**config.mk**
```make
export PLATFORM = sky130hd
export DESIGN_NAME = ccs_sequencer
export DESIGN_NICKNAME = d
export VERILOG_FILES = /design/src/shared/ccs_pkg.sv /design/src/rtl/ccs_sequencer.sv
export SDC_FILE = /design/constraint.sdc
export NUM_CORES = 1
export LEC_CHECK = 0
export ABC_AREA = 1
export BUFFER_PORTS_ARGS = -buffer_cell sky130_fd_sc_hd__buf_2
export CORE_ASPECT_RATIO = 0.7
export CORE_MARGIN = 2
export CORE_UTILIZATION = 40
export DETAILED_ROUTE_END_ITERATION = 8
export GPL_ROUTABILITY_DRIVEN = 0
export SYNTH_ARGS = -nofsm -noshare
export SYNTH_HDL_FRONTEND = slang
export SYNTH_SLANG_ARGS = --single-unit
```
**constraint.sdc**
```tcl
create_clock -name i_ref_clk -period 4.52 [get_ports i_ref_clk]
set_input_delay 0.452 -clock i_ref_clk [delete_from_list [all_inputs] [get_ports i_ref_clk]]
set_output_delay 0.452 -clock i_ref_clk [all_outputs]
set_load 0.05 [all_outputs]
```
**src/shared/ccs_pkg.sv**
```systemverilog
// Purpose: constants for the pixel/line timing and gain sequencer
// Assumes: one 250 MHz clock; delays realised in whole clock cycles
// Notes:   field positions of the delay and line pattern words
`default_nettype none
package ccs_pkg;
    // clock rate and derived period
    localparam int CLK_FREQ_MHZ  = 250;
    localparam int CLK_PERIOD_PS = 1000000 / CLK_FREQ_MHZ;
    // delay step sizes in picoseconds
    localparam int SAMPLE_STEP_PS = 1000;
    localparam int CONV_STEP_PS   = 500;
    // edge history depth, covers the largest tap
    localparam int HIST_W = 4;
    // pin order inside the sampled vector and polarity word
    localparam int PIN_BLK   = 0;
    localparam int PIN_VID   = 1;
    localparam int PIN_CONV  = 2;
    localparam int PIN_CLAMP = 3;
    localparam int PIN_CAL   = 4;
    localparam int PIN_PREBLANK_PULSE  = 5;
    localparam int PIN_EOS   = 6;
    localparam int PIN_FSYNC = 7;
    localparam int PIN_N     = 8;
    // delay field layout
    localparam int DLY3_W         = 3;
    localparam int DLY4_W         = 4;
    localparam int BLK_LEAD_LSB   = 0;
    localparam int BLK_TRAIL_LSB  = 3;
    localparam int VID_LEAD_LSB   = 0;
    localparam int VID_TRAIL_LSB  = 3;
    localparam int VID_PHASE_LSB  = 6;
    localparam int CONV_LEAD_LSB  = 0;
    localparam int CONV_TRAIL_LSB = 4;
    // line pattern layout: length then four 2-bit slot pointers
    localparam int PAT_LEN_LSB  = 0;
    localparam int PAT_SLOT_LSB = 2;
    // gain sequencing select bits
    localparam int GSEL_SCAN = 0;
    localparam int GSEL_SRC  = 1;
    // clamp pixels at the head of a window pulse in single-pulse mode
    localparam logic [2:0] CLAMP_PIXELS = 3'h4;
endpackage
`default_nettype wire

```
**src/rtl/ccs_sequencer.sv**
```systemverilog
// Purpose: pixel edge delays, line pulse decode, per-pixel gain select
// Assumes: pins come from the sensor timing generator, unsynchronised;
//          configuration words are static register outputs on i_ref_clk
// Notes:   delay steps round up to whole 4 ns cycles
// Functional notes
// [RQ1] delays act on polarity-corrected pixel clocks
// [RQ2] black delay: two 3-bit 1 ns fields
// [RQ3] low field delays black on, high off
// [RQ4] video delay: three 3-bit 1 ns fields
// [RQ5] video low field on, middle off
// [RQ6] phase option: video on after black off
// [RQ7] converter delay: two 4-bit 0.5 ns fields
// [RQ8] converter fields set phase fall, rise
// [RQ9] two-pulse mode: clamp and window separate
// [RQ10] generator never overlaps clamp and window
// [RQ11] single-pulse: first four pixels clamp, rest calibrate
// [RQ12] mode bit one selects single-pulse mode
// [RQ13] preblank disconnects; clamp and window override
// [RQ14] hold option: preblank forces offset onto bus
// [RQ15] gain switches per pixel, two patterns
// [RQ16] enable bit turns on per-pixel gain
// [RQ17] select bit zero picks progressive or interlaced
// [RQ18] source bit zero: parity from parity input
// [RQ19] progressive counter: seed on sync, preblank toggles
// [RQ20] length field gives one to four pixels
// [RQ21] slot pointer picks one of four gains
// [RQ22] preblank latches parity input
// [RQ23] difference subtracted from master gain
// [RQ24] interlaced sync phase gives field parity
// [RQ25] position resets after preblank, wraps at length
`default_nettype none
module ccs_sequencer (
    input  wire logic        i_ref_clk,               // 250 MHz
    input  wire logic        i_rst_n,                 // async, low
    input  wire logic        i_black_sample_strobe,   // pixel pins
    input  wire logic        i_video_sample_strobe,
    input  wire logic        i_converter_clock,
    input  wire logic        i_clamp_pulse,           // line pins
    input  wire logic        i_cal_window_pulse,
    input  wire logic        i_preblank_pulse,
    input  wire logic        i_line_parity_input,
    input  wire logic        i_frame_sync,
    input  wire logic [7:0]  i_pin_polarity,          // 1: active high
    input  wire logic [5:0]  i_black_strobe_delay,
    input  wire logic [8:0]  i_video_strobe_delay,
    input  wire logic [7:0]  i_converter_clock_delay,
    input  wire logic        i_video_phase_option,
    input  wire logic        i_single_pulse_line_mode,
    input  wire logic        i_output_hold_option,
    input  wire logic [7:0]  i_offset_code,
    input  wire logic [11:0] i_conv_data,             // converter result
    input  wire logic        i_per_pixel_gain_enable,
    input  wire logic [1:0]  i_gain_sequencing_select,
    input  wire logic        i_line_counter_seed,
    input  wire logic [9:0]  i_even_line_pattern,
    input  wire logic [9:0]  i_odd_line_pattern,
    input  wire logic [9:0]  i_master_gain,
    input  wire logic [8:0]  i_gain_diff_1,
    input  wire logic [8:0]  i_gain_diff_2,
    input  wire logic [8:0]  i_gain_diff_3,
    output logic             o_black_phase,           // internal switch phases
    output logic             o_video_phase,
    output logic             o_converter_phase,
    output logic             o_clamp_enable,
    output logic             o_calib_window,
    output logic             o_input_disconnect,
    output logic [11:0]      o_output_bus,
    output logic [9:0]       o_gain_code,
    output logic             o_line_pattern_odd
);
    // whole module state
    typedef struct packed {
        logic [ccs_pkg::PIN_N-1:0]  s1;      // first sync stage
        logic [ccs_pkg::PIN_N-1:0]  s2;      // second sync stage
        logic [1:0]                 vld;     // sync stages hold real pin levels
        logic [ccs_pkg::HIST_W-1:0] blk_h;   // edge histories
        logic [ccs_pkg::HIST_W-1:0] vid_h;
        logic [ccs_pkg::HIST_W-1:0] conv_h;
        logic [ccs_pkg::HIST_W-1:0] bfall_h; // black phase low levels
        logic                       blk_ph;
        logic                       vid_ph;
        logic                       conv_ph;
        logic                       preblank_pulse_d;  // previous active levels
        logic                       fs_d;
        logic [2:0]                 cal_px;  // pixels inside window
        logic                       parity;  // 1: odd pattern
        logic [1:0]                 pos;     // pattern position, 0 = first
        logic [9:0]                 gain;
        logic [11:0]                obus;
    } ccs_state_t;

    ccs_state_t q;       // registered state
    ccs_state_t next_q;  // next state

    // delay field to cycle taps, rounded up
    function automatic logic [1:0] taps(input logic [3:0] v, input int step);
        int t;
        t = (int'(v) * step + ccs_pkg::CLK_PERIOD_PS - 1) / ccs_pkg::CLK_PERIOD_PS;
        return 2'(t);
    endfunction

    // slot pointer to gain code
    function automatic logic [9:0] gain_of(input logic [1:0] slot,
                                           input logic [9:0] m,
                                           input logic [8:0] d1,
                                           input logic [8:0] d2,
                                           input logic [8:0] d3);
        logic [9:0] g;
        case (slot)
            2'h0:    g = m;
            2'h1:    g = m - {1'b0, d1};  // [RQ23]
            2'h2:    g = m - {1'b0, d2};  // [RQ23]
            default: g = m - {1'b0, d3};  // [RQ23]
        endcase
        return g;
    endfunction

    logic [ccs_pkg::PIN_N-1:0] act;    // polarity-corrected pins
    logic [1:0] t_bl, t_bt, t_vl, t_vt, t_vp, t_cl, t_ct;
    logic       blk_on, blk_off, vid_on, vid_off, conv_on, conv_off;
    logic       px_tick, preblank_pulse_rise, preblank_pulse_fall, fs_rise;
    logic [9:0] pat;                   // active line pattern
    logic [1:0] last_pos;
    logic [1:0] slot;

    // polarity first, then delays; inactive until sync stages filled, no false edge
    assign act = q.vld[1] ? ~(q.s2 ^ i_pin_polarity) : '0;  // [RQ1]

    // field extraction into taps
    assign t_bl = taps({1'b0, i_black_strobe_delay[ccs_pkg::BLK_LEAD_LSB +: ccs_pkg::DLY3_W]},
                       ccs_pkg::SAMPLE_STEP_PS);  // [RQ2]
    assign t_bt = taps({1'b0, i_black_strobe_delay[ccs_pkg::BLK_TRAIL_LSB +: ccs_pkg::DLY3_W]},
                       ccs_pkg::SAMPLE_STEP_PS);  // [RQ2]
    assign t_vl = taps({1'b0, i_video_strobe_delay[ccs_pkg::VID_LEAD_LSB +: ccs_pkg::DLY3_W]},
                       ccs_pkg::SAMPLE_STEP_PS);  // [RQ4]
    assign t_vt = taps({1'b0, i_video_strobe_delay[ccs_pkg::VID_TRAIL_LSB +: ccs_pkg::DLY3_W]},
                       ccs_pkg::SAMPLE_STEP_PS);  // [RQ4]
    assign t_vp = taps({1'b0, i_video_strobe_delay[ccs_pkg::VID_PHASE_LSB +: ccs_pkg::DLY3_W]},
                       ccs_pkg::SAMPLE_STEP_PS);  // [RQ4]
    assign t_cl = taps(i_converter_clock_delay[ccs_pkg::CONV_LEAD_LSB +: ccs_pkg::DLY4_W],
                       ccs_pkg::CONV_STEP_PS);    // [RQ7]
    assign t_ct = taps(i_converter_clock_delay[ccs_pkg::CONV_TRAIL_LSB +: ccs_pkg::DLY4_W],
                       ccs_pkg::CONV_STEP_PS);    // [RQ7]

    // delayed edges: leading sets a phase, trailing clears it, no glitch between
    assign blk_on   = q.blk_h[t_bl] & ~q.blk_h[t_bl + 2'h1];      // [RQ3]
    assign blk_off  = ~q.blk_h[t_bt] & q.blk_h[t_bt + 2'h1];      // [RQ3]
    assign vid_on   = i_video_phase_option ? q.bfall_h[t_vp] & q.vid_h[t_vt]   // [RQ6]
                                           : q.vid_h[t_vl] & ~q.vid_h[t_vl + 2'h1];  // [RQ5]
    assign vid_off  = ~q.vid_h[t_vt] & q.vid_h[t_vt + 2'h1];      // [RQ5]
    assign conv_on  = q.conv_h[t_cl] & ~q.conv_h[t_cl + 2'h1];    // [RQ8]
    assign conv_off = ~q.conv_h[t_ct] & q.conv_h[t_ct + 2'h1];    // [RQ8]

    // line and pixel events
    assign px_tick   = ~q.blk_ph & blk_on;
    assign preblank_pulse_rise = act[ccs_pkg::PIN_PREBLANK_PULSE] & ~q.preblank_pulse_d;
    assign preblank_pulse_fall = ~act[ccs_pkg::PIN_PREBLANK_PULSE] & q.preblank_pulse_d;
    assign fs_rise   = act[ccs_pkg::PIN_FSYNC] & ~q.fs_d;

    // pattern choice and current slot
    assign pat      = q.parity ? i_odd_line_pattern : i_even_line_pattern;
    assign last_pos = pat[ccs_pkg::PAT_LEN_LSB +: 2];                 // [RQ20]
    assign slot     = pat[ccs_pkg::PAT_SLOT_LSB + 2 * q.pos +: 2];    // [RQ21]

    // next state
    always_comb
    begin
        next_q    = q;
        next_q.s1 = {i_frame_sync, i_line_parity_input, i_preblank_pulse,
                     i_cal_window_pulse, i_clamp_pulse, i_converter_clock,
                     i_video_sample_strobe, i_black_sample_strobe};
        next_q.s2 = q.s1;
        // shift edge histories
        next_q.blk_h  = {q.blk_h[ccs_pkg::HIST_W-2:0], act[ccs_pkg::PIN_BLK]};
        next_q.vid_h  = {q.vid_h[ccs_pkg::HIST_W-2:0], act[ccs_pkg::PIN_VID]};
        next_q.conv_h = {q.conv_h[ccs_pkg::HIST_W-2:0], act[ccs_pkg::PIN_CONV]};
        // sync stages fill after reset
        next_q.vld     = {q.vld[0], 1'b1};
        // phases: on by leading edge view, off by trailing edge view
        next_q.blk_ph  = q.blk_ph ? ~blk_off : blk_on;      // [RQ3]
        // black phase low level, delayed for the video option
        next_q.bfall_h = {q.bfall_h[ccs_pkg::HIST_W-2:0], ~next_q.blk_ph};
        next_q.vid_ph  = q.vid_ph ? ~vid_off : vid_on;      // [RQ5] [RQ6]
        next_q.conv_ph = q.conv_ph ? ~conv_off : conv_on;   // [RQ8]
        next_q.preblank_pulse_d = act[ccs_pkg::PIN_PREBLANK_PULSE];
        next_q.fs_d   = act[ccs_pkg::PIN_FSYNC];
        // pixel count within window pulse, saturating
        if (!act[ccs_pkg::PIN_CAL])
        begin
            next_q.cal_px = 3'h0;
        end
        else if (px_tick && q.cal_px < ccs_pkg::CLAMP_PIXELS)
        begin
            next_q.cal_px = q.cal_px + 3'h1;  // [RQ11]
        end
        // line parity source
        if (!i_gain_sequencing_select[ccs_pkg::GSEL_SRC])
        begin
            if (preblank_pulse_rise)
            begin
                next_q.parity = act[ccs_pkg::PIN_EOS];  // [RQ18] [RQ22]
            end
        end
        else if (i_gain_sequencing_select[ccs_pkg::GSEL_SCAN])
        begin
            if (fs_rise)
            begin
                next_q.parity = i_line_counter_seed;    // [RQ17] [RQ19]
            end
            else if (preblank_pulse_rise)
            begin
                next_q.parity = ~q.parity;              // [RQ19]
            end
        end
        else if (fs_rise)
        begin
            next_q.parity = act[ccs_pkg::PIN_EOS];      // [RQ17] [RQ24]
        end
        // pattern position
        if (preblank_pulse_fall)
        begin
            next_q.pos = 2'h0;                          // [RQ25]
        end
        else if (px_tick && !act[ccs_pkg::PIN_PREBLANK_PULSE])
        begin
            next_q.pos = (q.pos >= last_pos) ? 2'h0 : q.pos + 2'h1;  // [RQ20] [RQ25]
        end
        // gain for current pixel
        if (i_per_pixel_gain_enable)
        begin
            next_q.gain = gain_of(slot, i_master_gain, i_gain_diff_1,
                                  i_gain_diff_2, i_gain_diff_3);  // [RQ15] [RQ16]
        end
        else
        begin
            next_q.gain = i_master_gain;
        end
        // output bus, offset forced while blanking
        if (i_output_hold_option && act[ccs_pkg::PIN_PREBLANK_PULSE])
        begin
            next_q.obus = {4'h0, i_offset_code};        // [RQ14]
        end
        else
        begin
            next_q.obus = i_conv_data;
        end
    end

    // state register
    always_ff @(posedge i_ref_clk or negedge i_rst_n)
    begin
        if (!i_rst_n)
        begin
            q <= '0;
        end
        else
        begin
            q <= next_q;
        end
    end

    // line pulse decode, both modes
    always_comb
    begin
        if (i_single_pulse_line_mode)
        begin
            o_clamp_enable = act[ccs_pkg::PIN_CAL] & (q.cal_px < ccs_pkg::CLAMP_PIXELS);  // [RQ11] [RQ12]
            o_calib_window = act[ccs_pkg::PIN_CAL] & (q.cal_px >= ccs_pkg::CLAMP_PIXELS); // [RQ11]
        end
        else
        begin
            o_clamp_enable = act[ccs_pkg::PIN_CLAMP];  // [RQ9] [RQ10]
            o_calib_window = act[ccs_pkg::PIN_CAL];    // [RQ9]
        end
        // clamp and window override blanking
        o_input_disconnect = act[ccs_pkg::PIN_PREBLANK_PULSE] & ~o_clamp_enable & ~o_calib_window;  // [RQ13]
    end

    // registered outputs
    assign o_black_phase      = q.blk_ph;
    assign o_video_phase      = q.vid_ph;
    assign o_converter_phase  = ~q.conv_ph;  // [RQ8] falls on leading, rises on trailing
    assign o_output_bus       = q.obus;
    assign o_gain_code        = q.gain;
    assign o_line_pattern_odd = q.parity;
endmodule
`default_nettype wire

```
# Word level (Yosys, flattened, before mapping)
# Cells that the tools add are included.
[op_classes]
bitwise_logic = 35
addsub = 26
shifts = 1
n_eq_ne = 4
n_mul = 7
reduce_logical = 9
n_div = 7
order_cmp = 16
n_mux = 48
[ops]
columns = ["cell", "count"]
rows = [
  ["32-bit by 13-bit divider with 32-bit output (second input constant)", 7],
  ["14-bit by 1-bit subtractor with 15-bit output (second input constant)", 7],
  ["13-bit by 12-bit adder with 14-bit output (second input constant)", 7],
  ["3-bit by 7-bit multiplier with 10-bit output (second input constant)", 5],
  ["2-bit by 3-bit less-than comparator with 1-bit output (second input constant)", 13],
  ["10-bit one-hot mux with 3 select lines", 1],
  ["10-bit by 9-bit subtractor with 10-bit output", 3],
  ["1-bit binary-select mux with 2-bit select", 13],
  ["1-bit two-way mux", 25],
  ["4-bit by 7-bit multiplier with 11-bit output (second input constant)", 2],
  ["10-bit two-way mux", 2],
  ["1-bit inverter", 18],
  ["1-bit AND", 15],
  ["2-bit by 1-bit adder with 2-bit output (second input constant)", 7],
  ["12-bit two-way mux", 1],
  ["10-bit by 5-bit variable part select with 2-bit output", 1],
  ["8-bit two-way mux", 1],
  ["8-bit inverter", 1],
  ["8-bit XOR", 1],
  ["2-bit two-way mux", 3],
  ["3-bit two-way mux", 2],
  ["2-bit nonzero test", 3],
  ["2-bit by 3-bit adder with 4-bit output (first input constant)", 1],
  ["3-bit by 1-bit adder with 3-bit output (second input constant)", 1],
  ["other kinds (11)", 13],
]
[word_totals]
ff_bits = 67
out_inout_bits = 29
in_bits = 125
word_cells = 170

# Depth between registers and ports, before layout
# Gate-level depths: netlist (run 1).
[depth]
word_depth = 13
depth_mapped = 28
ltp_nobuf = 28

# Worst setup path before layout (run 1)
# OpenSTA, ideal clock, no wires.
[synth_timing]
path_type = "reg2reg"
startpoint = "register q, in the netlist o_line_pattern_odd"
endpoint = "register q, in the netlist o_gain_code[8]"
setup_ps = 118
slack_ps = 437
path_buffers = 3
period_less_slack_ps = 4083
required_time_ps = 4402
arrival_time_ps = 3965
path_stages_with_launch = 26
path_cell_list = "dfrtp_1 clkbuf_1 o21ai_0 o22ai_1 inv_1 o21ai_0 inv_1 ha_1 clkbuf_1 clkbuf_1 o21ai_0 ha_1 a21oi_1 inv_1 a31oi_1 nor2_1 nor2_1 inv_1 a21oi_1 inv_1 a21oi_1 nor2_1 nor2_1 xnor2_1 mux2i_1 inv_1"
[synth_rtl]
columns = ["item", "line", "source"]
rows = [
  ["from (decl)", "ccs_sequencer.sv:92", "ccs_state_t q;"],
  ["from (signal assigned)", "ccs_sequencer.sv:258", "q <= next_q;"],
]

==> parameters.txt, run 1 <==
Parameter                              Value

Status
  Result of the run ... finished clean

Routing
  Via count ... 8447
  DRT Wirelength ... 20700 um
  ANT nets after route ... 0
  WL per Instance ... 11.5 um
  Routed wire length on met3 ... 941 um
  Uppermost layer routed ... met5
  Starting DRT DRC Count ... 481
  Met2 wire length ... 8720 um
  Met1 wire length ... 10900 um
  Iteration count of the initial detailed-routing pass ... 5
  Ratio of routed vias to standard cells ... 4.68
  Drc violations ... 0

Power
  Static Leakage ... 0.00589 uW
  Net switching fraction of the power ... 0.517
  Comb pwr share ... 0.702
  Net switching power of the design ... 2500 uW
  Clock share of power ... 0.136
  Max VDD drop ... 0.000436 V
  Internal power consumption ... 2340 uW
  Cell Pwr Density ... 454 nW/um^2
  Share of total power in sequential cells ... 0.162

Clocking
  Maximum level of the CTS H-tree ... 3
  Clock latency at the later pin of the worst-skew pair ... 0.34 ns
  Clock sink total ... 67
  Clk pin slew, worst setup/hold paths ... 0.06 ns
  Clk buf depth ... 2
  Post-CTS resize count ... 0
  Root Buffer ... sky130_fd_sc_hd__clkbuf_16
  Total setup buffers inserted after CTS ... 0
  Clock tree from TritonCTS ... built
  Number of buffers created by CTS ... 9
  Number of hold buffers added after CTS ... 0

STA
  Hold Slack ... 0.218 ns
  Pin slew with the least headroom to its limit ... 0.851 ns
  Hold violation total from the final report ... 0
  Number of setup violations in the final report ... 0
  Final worst clock skew ... 0.00537 ns
  Setup Total Neg Slack ... 0 ns
  Fraction of the cycle the final worst path needs ... 0.872
  Shortest clock period the worst path allows after layout ... 3.94 ns
  Total count of max-transition violations in the final report ... 0
  Worst slew slack as a fraction of its limit ... 0.433
  Fmax achieved ... 0.254 GHz
  Unrepaired setup endpoints after global routing ... false

Place
  Cell count after placement ... 1789
  DPL Wire Length ... 17700 um
  Post-place instance area ... 10400 um^2
  # port buffers ... 153

Synthesis
  Cell area after synthesis ... 9430 um^2
  Post-synth top flop ... sky130_fd_sc_hd__dfrtp_1
  Count of flip-flops with a built-in enable after synthesis ... 0
  Library cell occupying the most area in the post-synthesis netlist ... sky130_fd_sc_hd__dfrtp_1
  Sequential element share of the synthesized area ... 0.178
  Dominant cells by area after synthesis ... sky130_fd_sc_hd__dfrtp_1 (18%), sky130_fd_sc_hd__ha_1 (14%), sky130_fd_sc_hd__nand2_1 (13%)
  Total of warnings raised by yosys ... 0
  Proportion of register bits with asynchronous set or reset after synthesis ... 1.00
  Synth Instances ... 1357
  Most frequently used cell type in the post-synthesis netlist ... sky130_fd_sc_hd__nand2_1
  Number of nets produced by synthesis ... 1624
  Mean instance size in the synthesized netlist ... 6.95 um^2
  Share of the synthesized area in the top cell type ... 0.178
  Netlist cell types ... 55
  Most frequent cells after synthesis ... sky130_fd_sc_hd__nand2_1 (331), sky130_fd_sc_hd__inv_1 (224), sky130_fd_sc_hd__nand3_1 (120)
  Register bit total from synthesis ... 67

Job
  Reported max-cap violation count ... 0

Hold path
  Worst Hold Path EP ... next_q[56]
  Min-delay worst type ... in2reg
  Worst min-delay path startpoint ... i_preblank_pulse
  Count of cells along the worst hold path ... 1

Floorplan
  Floorplan die area ... 24800 um^2
  Count of pins on the block boundary ... 154
  Initial standard-cell utilization of the core ... 0.412
  Y dimension of the die ... 132 um
  Chip Width ... 188 um
  Floorplan core area ... 22900 um^2
  Number of cell rows ... 46

Finish
  Total area of sequential cells ... 1680 um^2
  Diodes inserted ... 0
  Area occupied by multi-input gates ... 6650 um^2
  Final-stage net count ... 1755
  Non-Filler Instances ... 1805
  Proportion of layout cells with a drive suffix above 1 ... 0.175
  Final std cell area, no fill ... 10700 um^2
  Area growth syn-to-layout ... 12.9%
  Number of fillers in the final layout ... 2420

Worst setup path
  Reg-to-Reg Start ... o_line_pattern_odd
  Class of the most critical setup path ... reg2reg
  Critical R2R Capture ... o_gain_code[8]
  Element type at the critical path start ... flop
  WP data arrival ... 4.17 ns
  Setup slack of the worst register-to-register path ... 0.58 ns
  Req. time, crit path ... 4.75 ns
  Worst reg-to-reg path cell count ... 24
  CP endpoint kind ... flop
  Maximum fanout along the worst path ... 18

Global route
  Pin count of the biggest net entering global routing ... 68
  GR Overflow Total ... 0
  Global-route wire length before repair ... 36300 um
  Number of antenna violations at the first check in global routing ... 1
  Number of global-route vias before repair ... 7968
  GR Util All Layers ... 0.173
worst max-delay path by stage:
stage / from / end / slack (ns) / cells past startpoint
3_5_place_dp: i_converter_clock_delay[1] / q[30] / 0.26 / 24
6_report: o_line_pattern_odd / o_gain_code[8] / 0.58 / 24
2_1_floorplan: o_line_pattern_odd / o_gain_code[8] / 0.44 / 25
4_1_cts: o_line_pattern_odd / o_gain_code[8] / 0.28 / 24
5_1_grt: o_line_pattern_odd / o_gain_code[8] / 0.04 / 24
3_3_place_gp: i_converter_clock_delay[1] / q[30] / 0.39 / 21
final cells by class:
| cell class | count | area share |
|---|---|---|
| Multi-Input combinational cell | 1023 | 0.625 |
| Sequential cell | 67 | 0.158 |
| Inverter | 233 | 0.0821 |
| Timing Repair Buffer | 154 | 0.0728 |
| Tap cell | 312 | 0.0366 |
| Clock buffer | 10 | 0.0224 |
| Clock inverter | 6 | 0.00388 |
layer usage:
| layer | vias up | GRT usage |
|---|---|---|
| li1 | 4548 | - |
| met1 | 3720 | 0.251 |
| met2 | 164 | 0.272 |
| met3 | 13 | 0.0305 |
| met4 | 2 | 0.0280 |
| met5 | - | 0 |
worst max-delay path: stages (launching register included):
cell,delay [ns]
sky130_fd_sc_hd__dfrtp_2,0.48
sky130_fd_sc_hd__inv_2,0.17
sky130_fd_sc_hd__nor2_1,0.06
sky130_fd_sc_hd__o22ai_1,0.17
sky130_fd_sc_hd__inv_1,0.05
sky130_fd_sc_hd__o21ai_0,0.24
sky130_fd_sc_hd__inv_1,0.11
sky130_fd_sc_hd__ha_2,0.50
sky130_fd_sc_hd__o21ai_0,0.17
sky130_fd_sc_hd__inv_1,0.08
sky130_fd_sc_hd__ha_1,0.13
sky130_fd_sc_hd__inv_1,0.06
sky130_fd_sc_hd__fa_1,0.40
sky130_fd_sc_hd__a31oi_1,0.21
sky130_fd_sc_hd__nor2_1,0.08
sky130_fd_sc_hd__nor2_1,0.08
sky130_fd_sc_hd__inv_1,0.05
sky130_fd_sc_hd__a21oi_1,0.18
sky130_fd_sc_hd__inv_1,0.07
sky130_fd_sc_hd__a21oi_1,0.13
sky130_fd_sc_hd__nor2_1,0.06
sky130_fd_sc_hd__nor2_1,0.10
sky130_fd_sc_hd__xnor2_1,0.07
sky130_fd_sc_hd__mux2i_1,0.12
sky130_fd_sc_hd__inv_1,0.06
power by group through the flow:
| stage | Sequential (uW) | Clock, uW | Combinational (uW) |
|---|---|---|---|
| 3_3_place_gp | 796 | 0 | 3360 |
| 3_5_place_dp | 795 | 0 | 3410 |
| 4_1_cts | 786 | 689 | 3420 |
| 2_1_floorplan | 808 | 0 | 2820 |
| 6_report | 785 | 656 | 3400 |
| 5_1_grt | 800 | 713 | 3940 |
cells by family (layout without fill, tap and decap cells):
kind of cell / after synthesis / after routing / share of synthesized area
buffers and inverters: 267 / 403 / 0.117
flip-flops: 67 / 67 / 0.178
other: 1 / 1 / 0.000397
AND/OR/NAND/NOR: 647 / 647 / 0.308
multiplexers: 12 / 12 / 0.0138
AO/OA/AOI/OAI: 154 / 154 / 0.0981
adder cells (fa/ha/maj): 142 / 142 / 0.216
XOR/XNOR: 67 / 67 / 0.0686
layout by cell type, fill, tap and decap left out, types with 3 or more instances in the layout:
| cell type | instances |
|---|---|
| sky130_fd_sc_hd__dfrtp_1 | 66 |
| sky130_fd_sc_hd__a31oi_1 | 4 |
| sky130_fd_sc_hd__a31o_2 | 3 |
| sky130_fd_sc_hd__o211ai_1 | 4 |
| sky130_fd_sc_hd__xor2_2 | 3 |
| sky130_fd_sc_hd__o22ai_1 | 5 |
| sky130_fd_sc_hd__nand3_1 | 120 |
| sky130_fd_sc_hd__ha_1 | 106 |
| sky130_fd_sc_hd__xnor2_2 | 5 |
| sky130_fd_sc_hd__clkbuf_16 | 9 |
| sky130_fd_sc_hd__a21oi_1 | 46 |
| sky130_fd_sc_hd__o21bai_1 | 6 |
| sky130_fd_sc_hd__nor4_1 | 3 |
| sky130_fd_sc_hd__xor2_1 | 41 |
| sky130_fd_sc_hd__inv_1 | 223 |
| sky130_fd_sc_hd__nor2_2 | 5 |
| sky130_fd_sc_hd__nand3_2 | 10 |
| sky130_fd_sc_hd__nand2_2 | 16 |
| sky130_fd_sc_hd__o21ai_0 | 49 |
| sky130_fd_sc_hd__o21ai_2 | 7 |
| sky130_fd_sc_hd__buf_2 | 152 |
| sky130_fd_sc_hd__xnor2_1 | 18 |
| sky130_fd_sc_hd__nand3b_1 | 12 |
| sky130_fd_sc_hd__a21oi_2 | 3 |
| sky130_fd_sc_hd__nor2_4 | 4 |
| sky130_fd_sc_hd__o21a_1 | 3 |
| sky130_fd_sc_hd__o21ai_1 | 12 |
| sky130_fd_sc_hd__or2_2 | 6 |
| sky130_fd_sc_hd__nor3_1 | 6 |
| sky130_fd_sc_hd__fa_1 | 35 |
| sky130_fd_sc_hd__nor2_1 | 105 |
| sky130_fd_sc_hd__nand2_1 | 331 |
| sky130_fd_sc_hd__nand4_1 | 18 |
| sky130_fd_sc_hd__mux2_2 | 8 |
| sky130_fd_sc_hd__mux2i_1 | 4 |
| sky130_fd_sc_hd__inv_2 | 10 |
| sky130_fd_sc_hd__clkinvlp_4 | 3 |
registers in the layout (all words and copies together) (netlist names):
signal / flops
o_gain_code: 10
q: 21
o_line_pattern_odd: 1
o_video_phase: 1
next_q: 21
o_output_bus: 12
o_black_phase: 1
metrics by stage:
step	total power, uW	setup WS [ns]	utilization
after floorplan	3620	0.437	-
after global placement	4160	0.386	0.453
after detailed placement	4200	0.257	0.453
after CTS	4890	0.284	0.465
after global routing	5450	0.0418	0.465
final	4840	0.577	0.465
(Power assumes the default switching activity.)
==> run 2, diff against run 1 <==
--- a/config.mk
+++ b/config.mk
@@ -7,7 +7,7 @@
 export LEC_CHECK = 0
 export ABC_AREA = 1
 export BUFFER_PORTS_ARGS = -buffer_cell sky130_fd_sc_hd__buf_2
-export CORE_ASPECT_RATIO = 0.7
+export CORE_ASPECT_RATIO = 1.75
 export CORE_MARGIN = 2
 export CORE_UTILIZATION = 40
 export DETAILED_ROUTE_END_ITERATION = 8
==> parameters.txt, run 2 (synthesized netlist as in run 1, its figures left out) <==
Parameter                              Value

Status
  Result of the run ... finished clean (unchanged)

STA
  Worst slew slack as a fraction of its limit ... 0.415 (was 0.433)
  Hold violation total from the final report ... 0 (unchanged)
  Shortest clock period the worst path allows after layout ... 3.90 ns (was 3.94 ns)
  Unrepaired setup endpoints after global routing ... false (unchanged)
  Total count of max-transition violations in the final report ... 0 (unchanged)
  Fmax achieved ... 0.257 GHz (was 0.254 GHz)
  Setup Total Neg Slack ... 0 ns (unchanged)
  Pin slew with the least headroom to its limit ... 0.874 ns (was 0.851 ns)
  Fraction of the cycle the final worst path needs ... 0.862 (was 0.872)
  Number of setup violations in the final report ... 0 (unchanged)
  Final worst clock skew ... 0.00500 ns (was 0.00537 ns)

Job
  Reported max-cap violation count ... 0 (unchanged)

Worst setup path
  Element type at the critical path start ... input port (was flop)
  Sequence of cells on the critical path ... buf_2, fa_1, inv_1, fa_1, inv_1, ha_1, a21oi_1, nand2_1, nand2_1, nand2_1, nand2_1, nand3_2, nor2_2, nand3_1, nand2_1, nand4_1, nand2_2, nand2_1, a21oi_1, nand4_1, nand2_1, nand2_1, nand3_1, nand2_1 (was inv_2, nor2_1, o22ai_1, inv_1, o21ai_0, inv_1, ha_2, o21ai_0, inv_1, ha_1, inv_1, fa_1, a31oi_1, nor2_1, nor2_1, inv_1, a21oi_1, inv_1, a21oi_1, nor2_1, nor2_1, xnor2_1, mux2i_1, inv_1)
  Worst reg-to-reg path cell count ... 26 (was 24)
  Worst stage delay on the critical path ... 0.60 ns (was 0.50 ns)
  WP data arrival ... 4.12 ns (was 4.17 ns)
  CP endpoint kind ... flop (unchanged)
  Standard cell with the maximum stage delay on the critical path ... sky130_fd_sc_hd__fa_1 (was sky130_fd_sc_hd__ha_2)
  Req. time, crit path ... 4.74 ns (was 4.75 ns)
  Class of the most critical setup path ... in2reg (was reg2reg)
  Maximum fanout along the worst path ... 13 (was 18)
  Critical R2R Capture ... o_gain_code[8] (unchanged)
  Setup slack of the worst register-to-register path ... 0.70 ns (was 0.58 ns)
  Reg-to-Reg Start ... o_line_pattern_odd (unchanged)
  Critical path's most frequent cell ... sky130_fd_sc_hd__nand2_1 (was sky130_fd_sc_hd__inv_1)

Routing
  ANT nets after route ... 0 (unchanged)
  Ratio of routed vias to standard cells ... 4.81 (was 4.68)
  Via count ... 8643 (was 8447)
  Starting DRT DRC Count ... 271 (was 481)
  DRT Wirelength ... 21200 um (was 20700 um)
  WL per Instance ... 11.8 um (was 11.5 um)
  Iteration count of the initial detailed-routing pass ... 7 (was 5)
  Drc violations ... 0 (unchanged)

Clocking
  Number of buffers created by CTS ... 9 (unchanged)
  Clk pin slew, worst setup/hold paths ... 0.06 ns (about the same)
  Maximum level of the CTS H-tree ... 3 (unchanged)
  Clock sink total ... 67 (unchanged)
  Root Buffer ... sky130_fd_sc_hd__clkbuf_16 (unchanged)
  Clock latency at the later pin of the worst-skew pair ... 0.33 ns (was 0.34 ns)
  Total setup buffers inserted after CTS ... 0 (unchanged)
  Clk buf depth ... 2 (unchanged)
  Clock tree from TritonCTS ... built (unchanged)

Power
  Static Leakage ... 0.00591 uW (was 0.00589 uW)
  Cell Pwr Density ... 459 nW/um^2 (was 454 nW/um^2)
  Comb pwr share ... 0.696 (was 0.702)
  Net switching fraction of the power ... 0.506 (was 0.517)
  Net switching power of the design ... 2480 uW (was 2500 uW)
  Internal power consumption ... 2420 uW (was 2340 uW)
  Max VDD drop ... 0.000565 V (was 0.000436 V)
  Share of total power in sequential cells ... 0.160 (was 0.162)
  Clock share of power ... 0.144 (was 0.136)

Finish
  Most common library cell in the layout ignoring fill and taps ... sky130_fd_sc_hd__nand2_1 (unchanged)
  Area growth syn-to-layout ... 13.3% (was 12.9%)
  Diodes inserted ... 0 (unchanged)
  Proportion of layout cells with a drive suffix above 1 ... 0.176 (was 0.175)
  Non-Filler Instances ... 1798 (was 1805)
  Commonest non-fill, non-tap cells in the layout ... sky130_fd_sc_hd__nand2_1 (331), sky130_fd_sc_hd__inv_1 (223), sky130_fd_sc_hd__buf_2 (152) (unchanged)
  Final-stage net count ... 1756 (was 1755)
  Core utilization of the finished layout ... 0.460 (was 0.465)
  Final std cell area, no fill ... 10700 um^2 (about the same)
  Number of fillers in the final layout ... 2415 (was 2420)

Global route
  Pin count of the biggest net entering global routing ... 68 (unchanged)
  GR Util All Layers ... 0.177 (was 0.173)
  Number of antenna violations at the first check in global routing ... 2 (was 1)
  Global-route wire length before repair ... 37100 um (was 36300 um)
  GR Overflow Total ... 0 (unchanged)
  Number of global-route vias before repair ... 8654 (was 7968)

Hold path
  Min-delay worst type ... in2async (was in2reg)

Floorplan
  Chip Width ... 120 um (was 188 um)
  Floorplan die area ... 24900 um^2 (was 24800 um^2)
  Number of cell rows ... 74 (was 46)
  Floorplan core area ... 23200 um^2 (was 22900 um^2)
  Initial standard-cell utilization of the core ... 0.406 (was 0.412)
  Y dimension of the die ... 207 um (was 132 um)
  Count of pins on the block boundary ... 154 (unchanged)

Place
  Cell count after placement ... 1782 (was 1789)
  DPL Wire Length ... 18400 um (was 17700 um)
  # port buffers ... 153 (unchanged)
  Post-place instance area ... 10400 um^2 (about the same)
[run 2: cell types whose count changed in the layout (fill, tap and decap cells not counted), sizes merged]
cell and delta:
buf +1, clkinvlp -1, inv +1, bufinv +1
clkinv -1
[run 2: metrics by stage]
stage / power, uW / setup WS [ns] / hold WS, ns
after floorplan: 3620 / 0.437 / 0.156
after global placement: 4170 / 0.341 / 0.334
after detailed placement: 4200 / 0.269 / 0.335
after CTS: 4940 / 0.343 / 0.215
after global routing: 5500 / 0.0753 / 0.215
final: 4910 / 0.624 / 0.203
[run 2: how the worst max path moves through the flow]
| stage | depth (start not counted) | startpoint | to | slack (ns) |
|---|---|---|---|---|
| 2_1_floorplan | 25 | o_line_pattern_odd | o_gain_code[8] | 0.44 |
| 3_3_place_gp | 24 | i_converter_clock_delay[5] | q[30] | 0.34 |
| 3_5_place_dp | 24 | i_converter_clock_delay[5] | q[30] | 0.27 |
| 4_1_cts | 24 | o_line_pattern_odd | o_gain_code[8] | 0.34 |
| 5_1_grt | 26 | o_line_pattern_odd | o_gain_code[8] | 0.08 |
| 6_report | 24 | i_converter_clock_delay[5] | q[30] | 0.62 |
[run 2: power groups by stage]
| stage | Combinational [uW] | Sequential, uW | Clock (uW) |
|---|---|---|---|
| after detailed placement | 3410 | 796 | 0 |
| after global placement | 3370 | 793 | 0 |
| after CTS | 3420 | 787 | 730 |
| after global routing | 3940 | 800 | 753 |
| after floorplan | 2820 | 808 | 0 |
| final | 3420 | 785 | 707 |
[run 2: what timing repair did]
action                                 4_1_cts  5_1_grt
resized for setup                            0        5
setup endpoints to repair                    0        1
endpoints found under the hold margin        0        0
hold buffers                                 0        0
[run 2: critical path, delay by kind of cell]
| kind | cells | cell delay, ns |
|---|---|---|
| AO/OA/AOI/OAI | 2 | 0.34 |
| AND/OR/NAND/NOR | 16 | 1.55 |
| buffers and inverters | 3 | 0.28 |
| adder cells (fa/ha/maj) | 3 | 1.48 |
[run 2: area by class of cell]
type                       count  area (um^2)  area share
inverter                     233          875      0.0819
tap                          304          380      0.0356
sequential                    67         1680       0.157
timing repair buffer         155          783      0.0733
clock inverter                 6         63.8     0.00597
clock buffer                  10          239      0.0224
multi-input combinational   1023         6670       0.624
[run 2: per-layer routing]
layer	global-route usage	wire [um]	part of all wire	vias to the layer above
met2	0.367	12300	0.58	139
met1	0.173	7720	0.36	3913
li1	-	-	-	4556
met3	0.0231	665	0.031	33
met5	0	7	0.00033	-
met4	0.0535	507	0.024	2
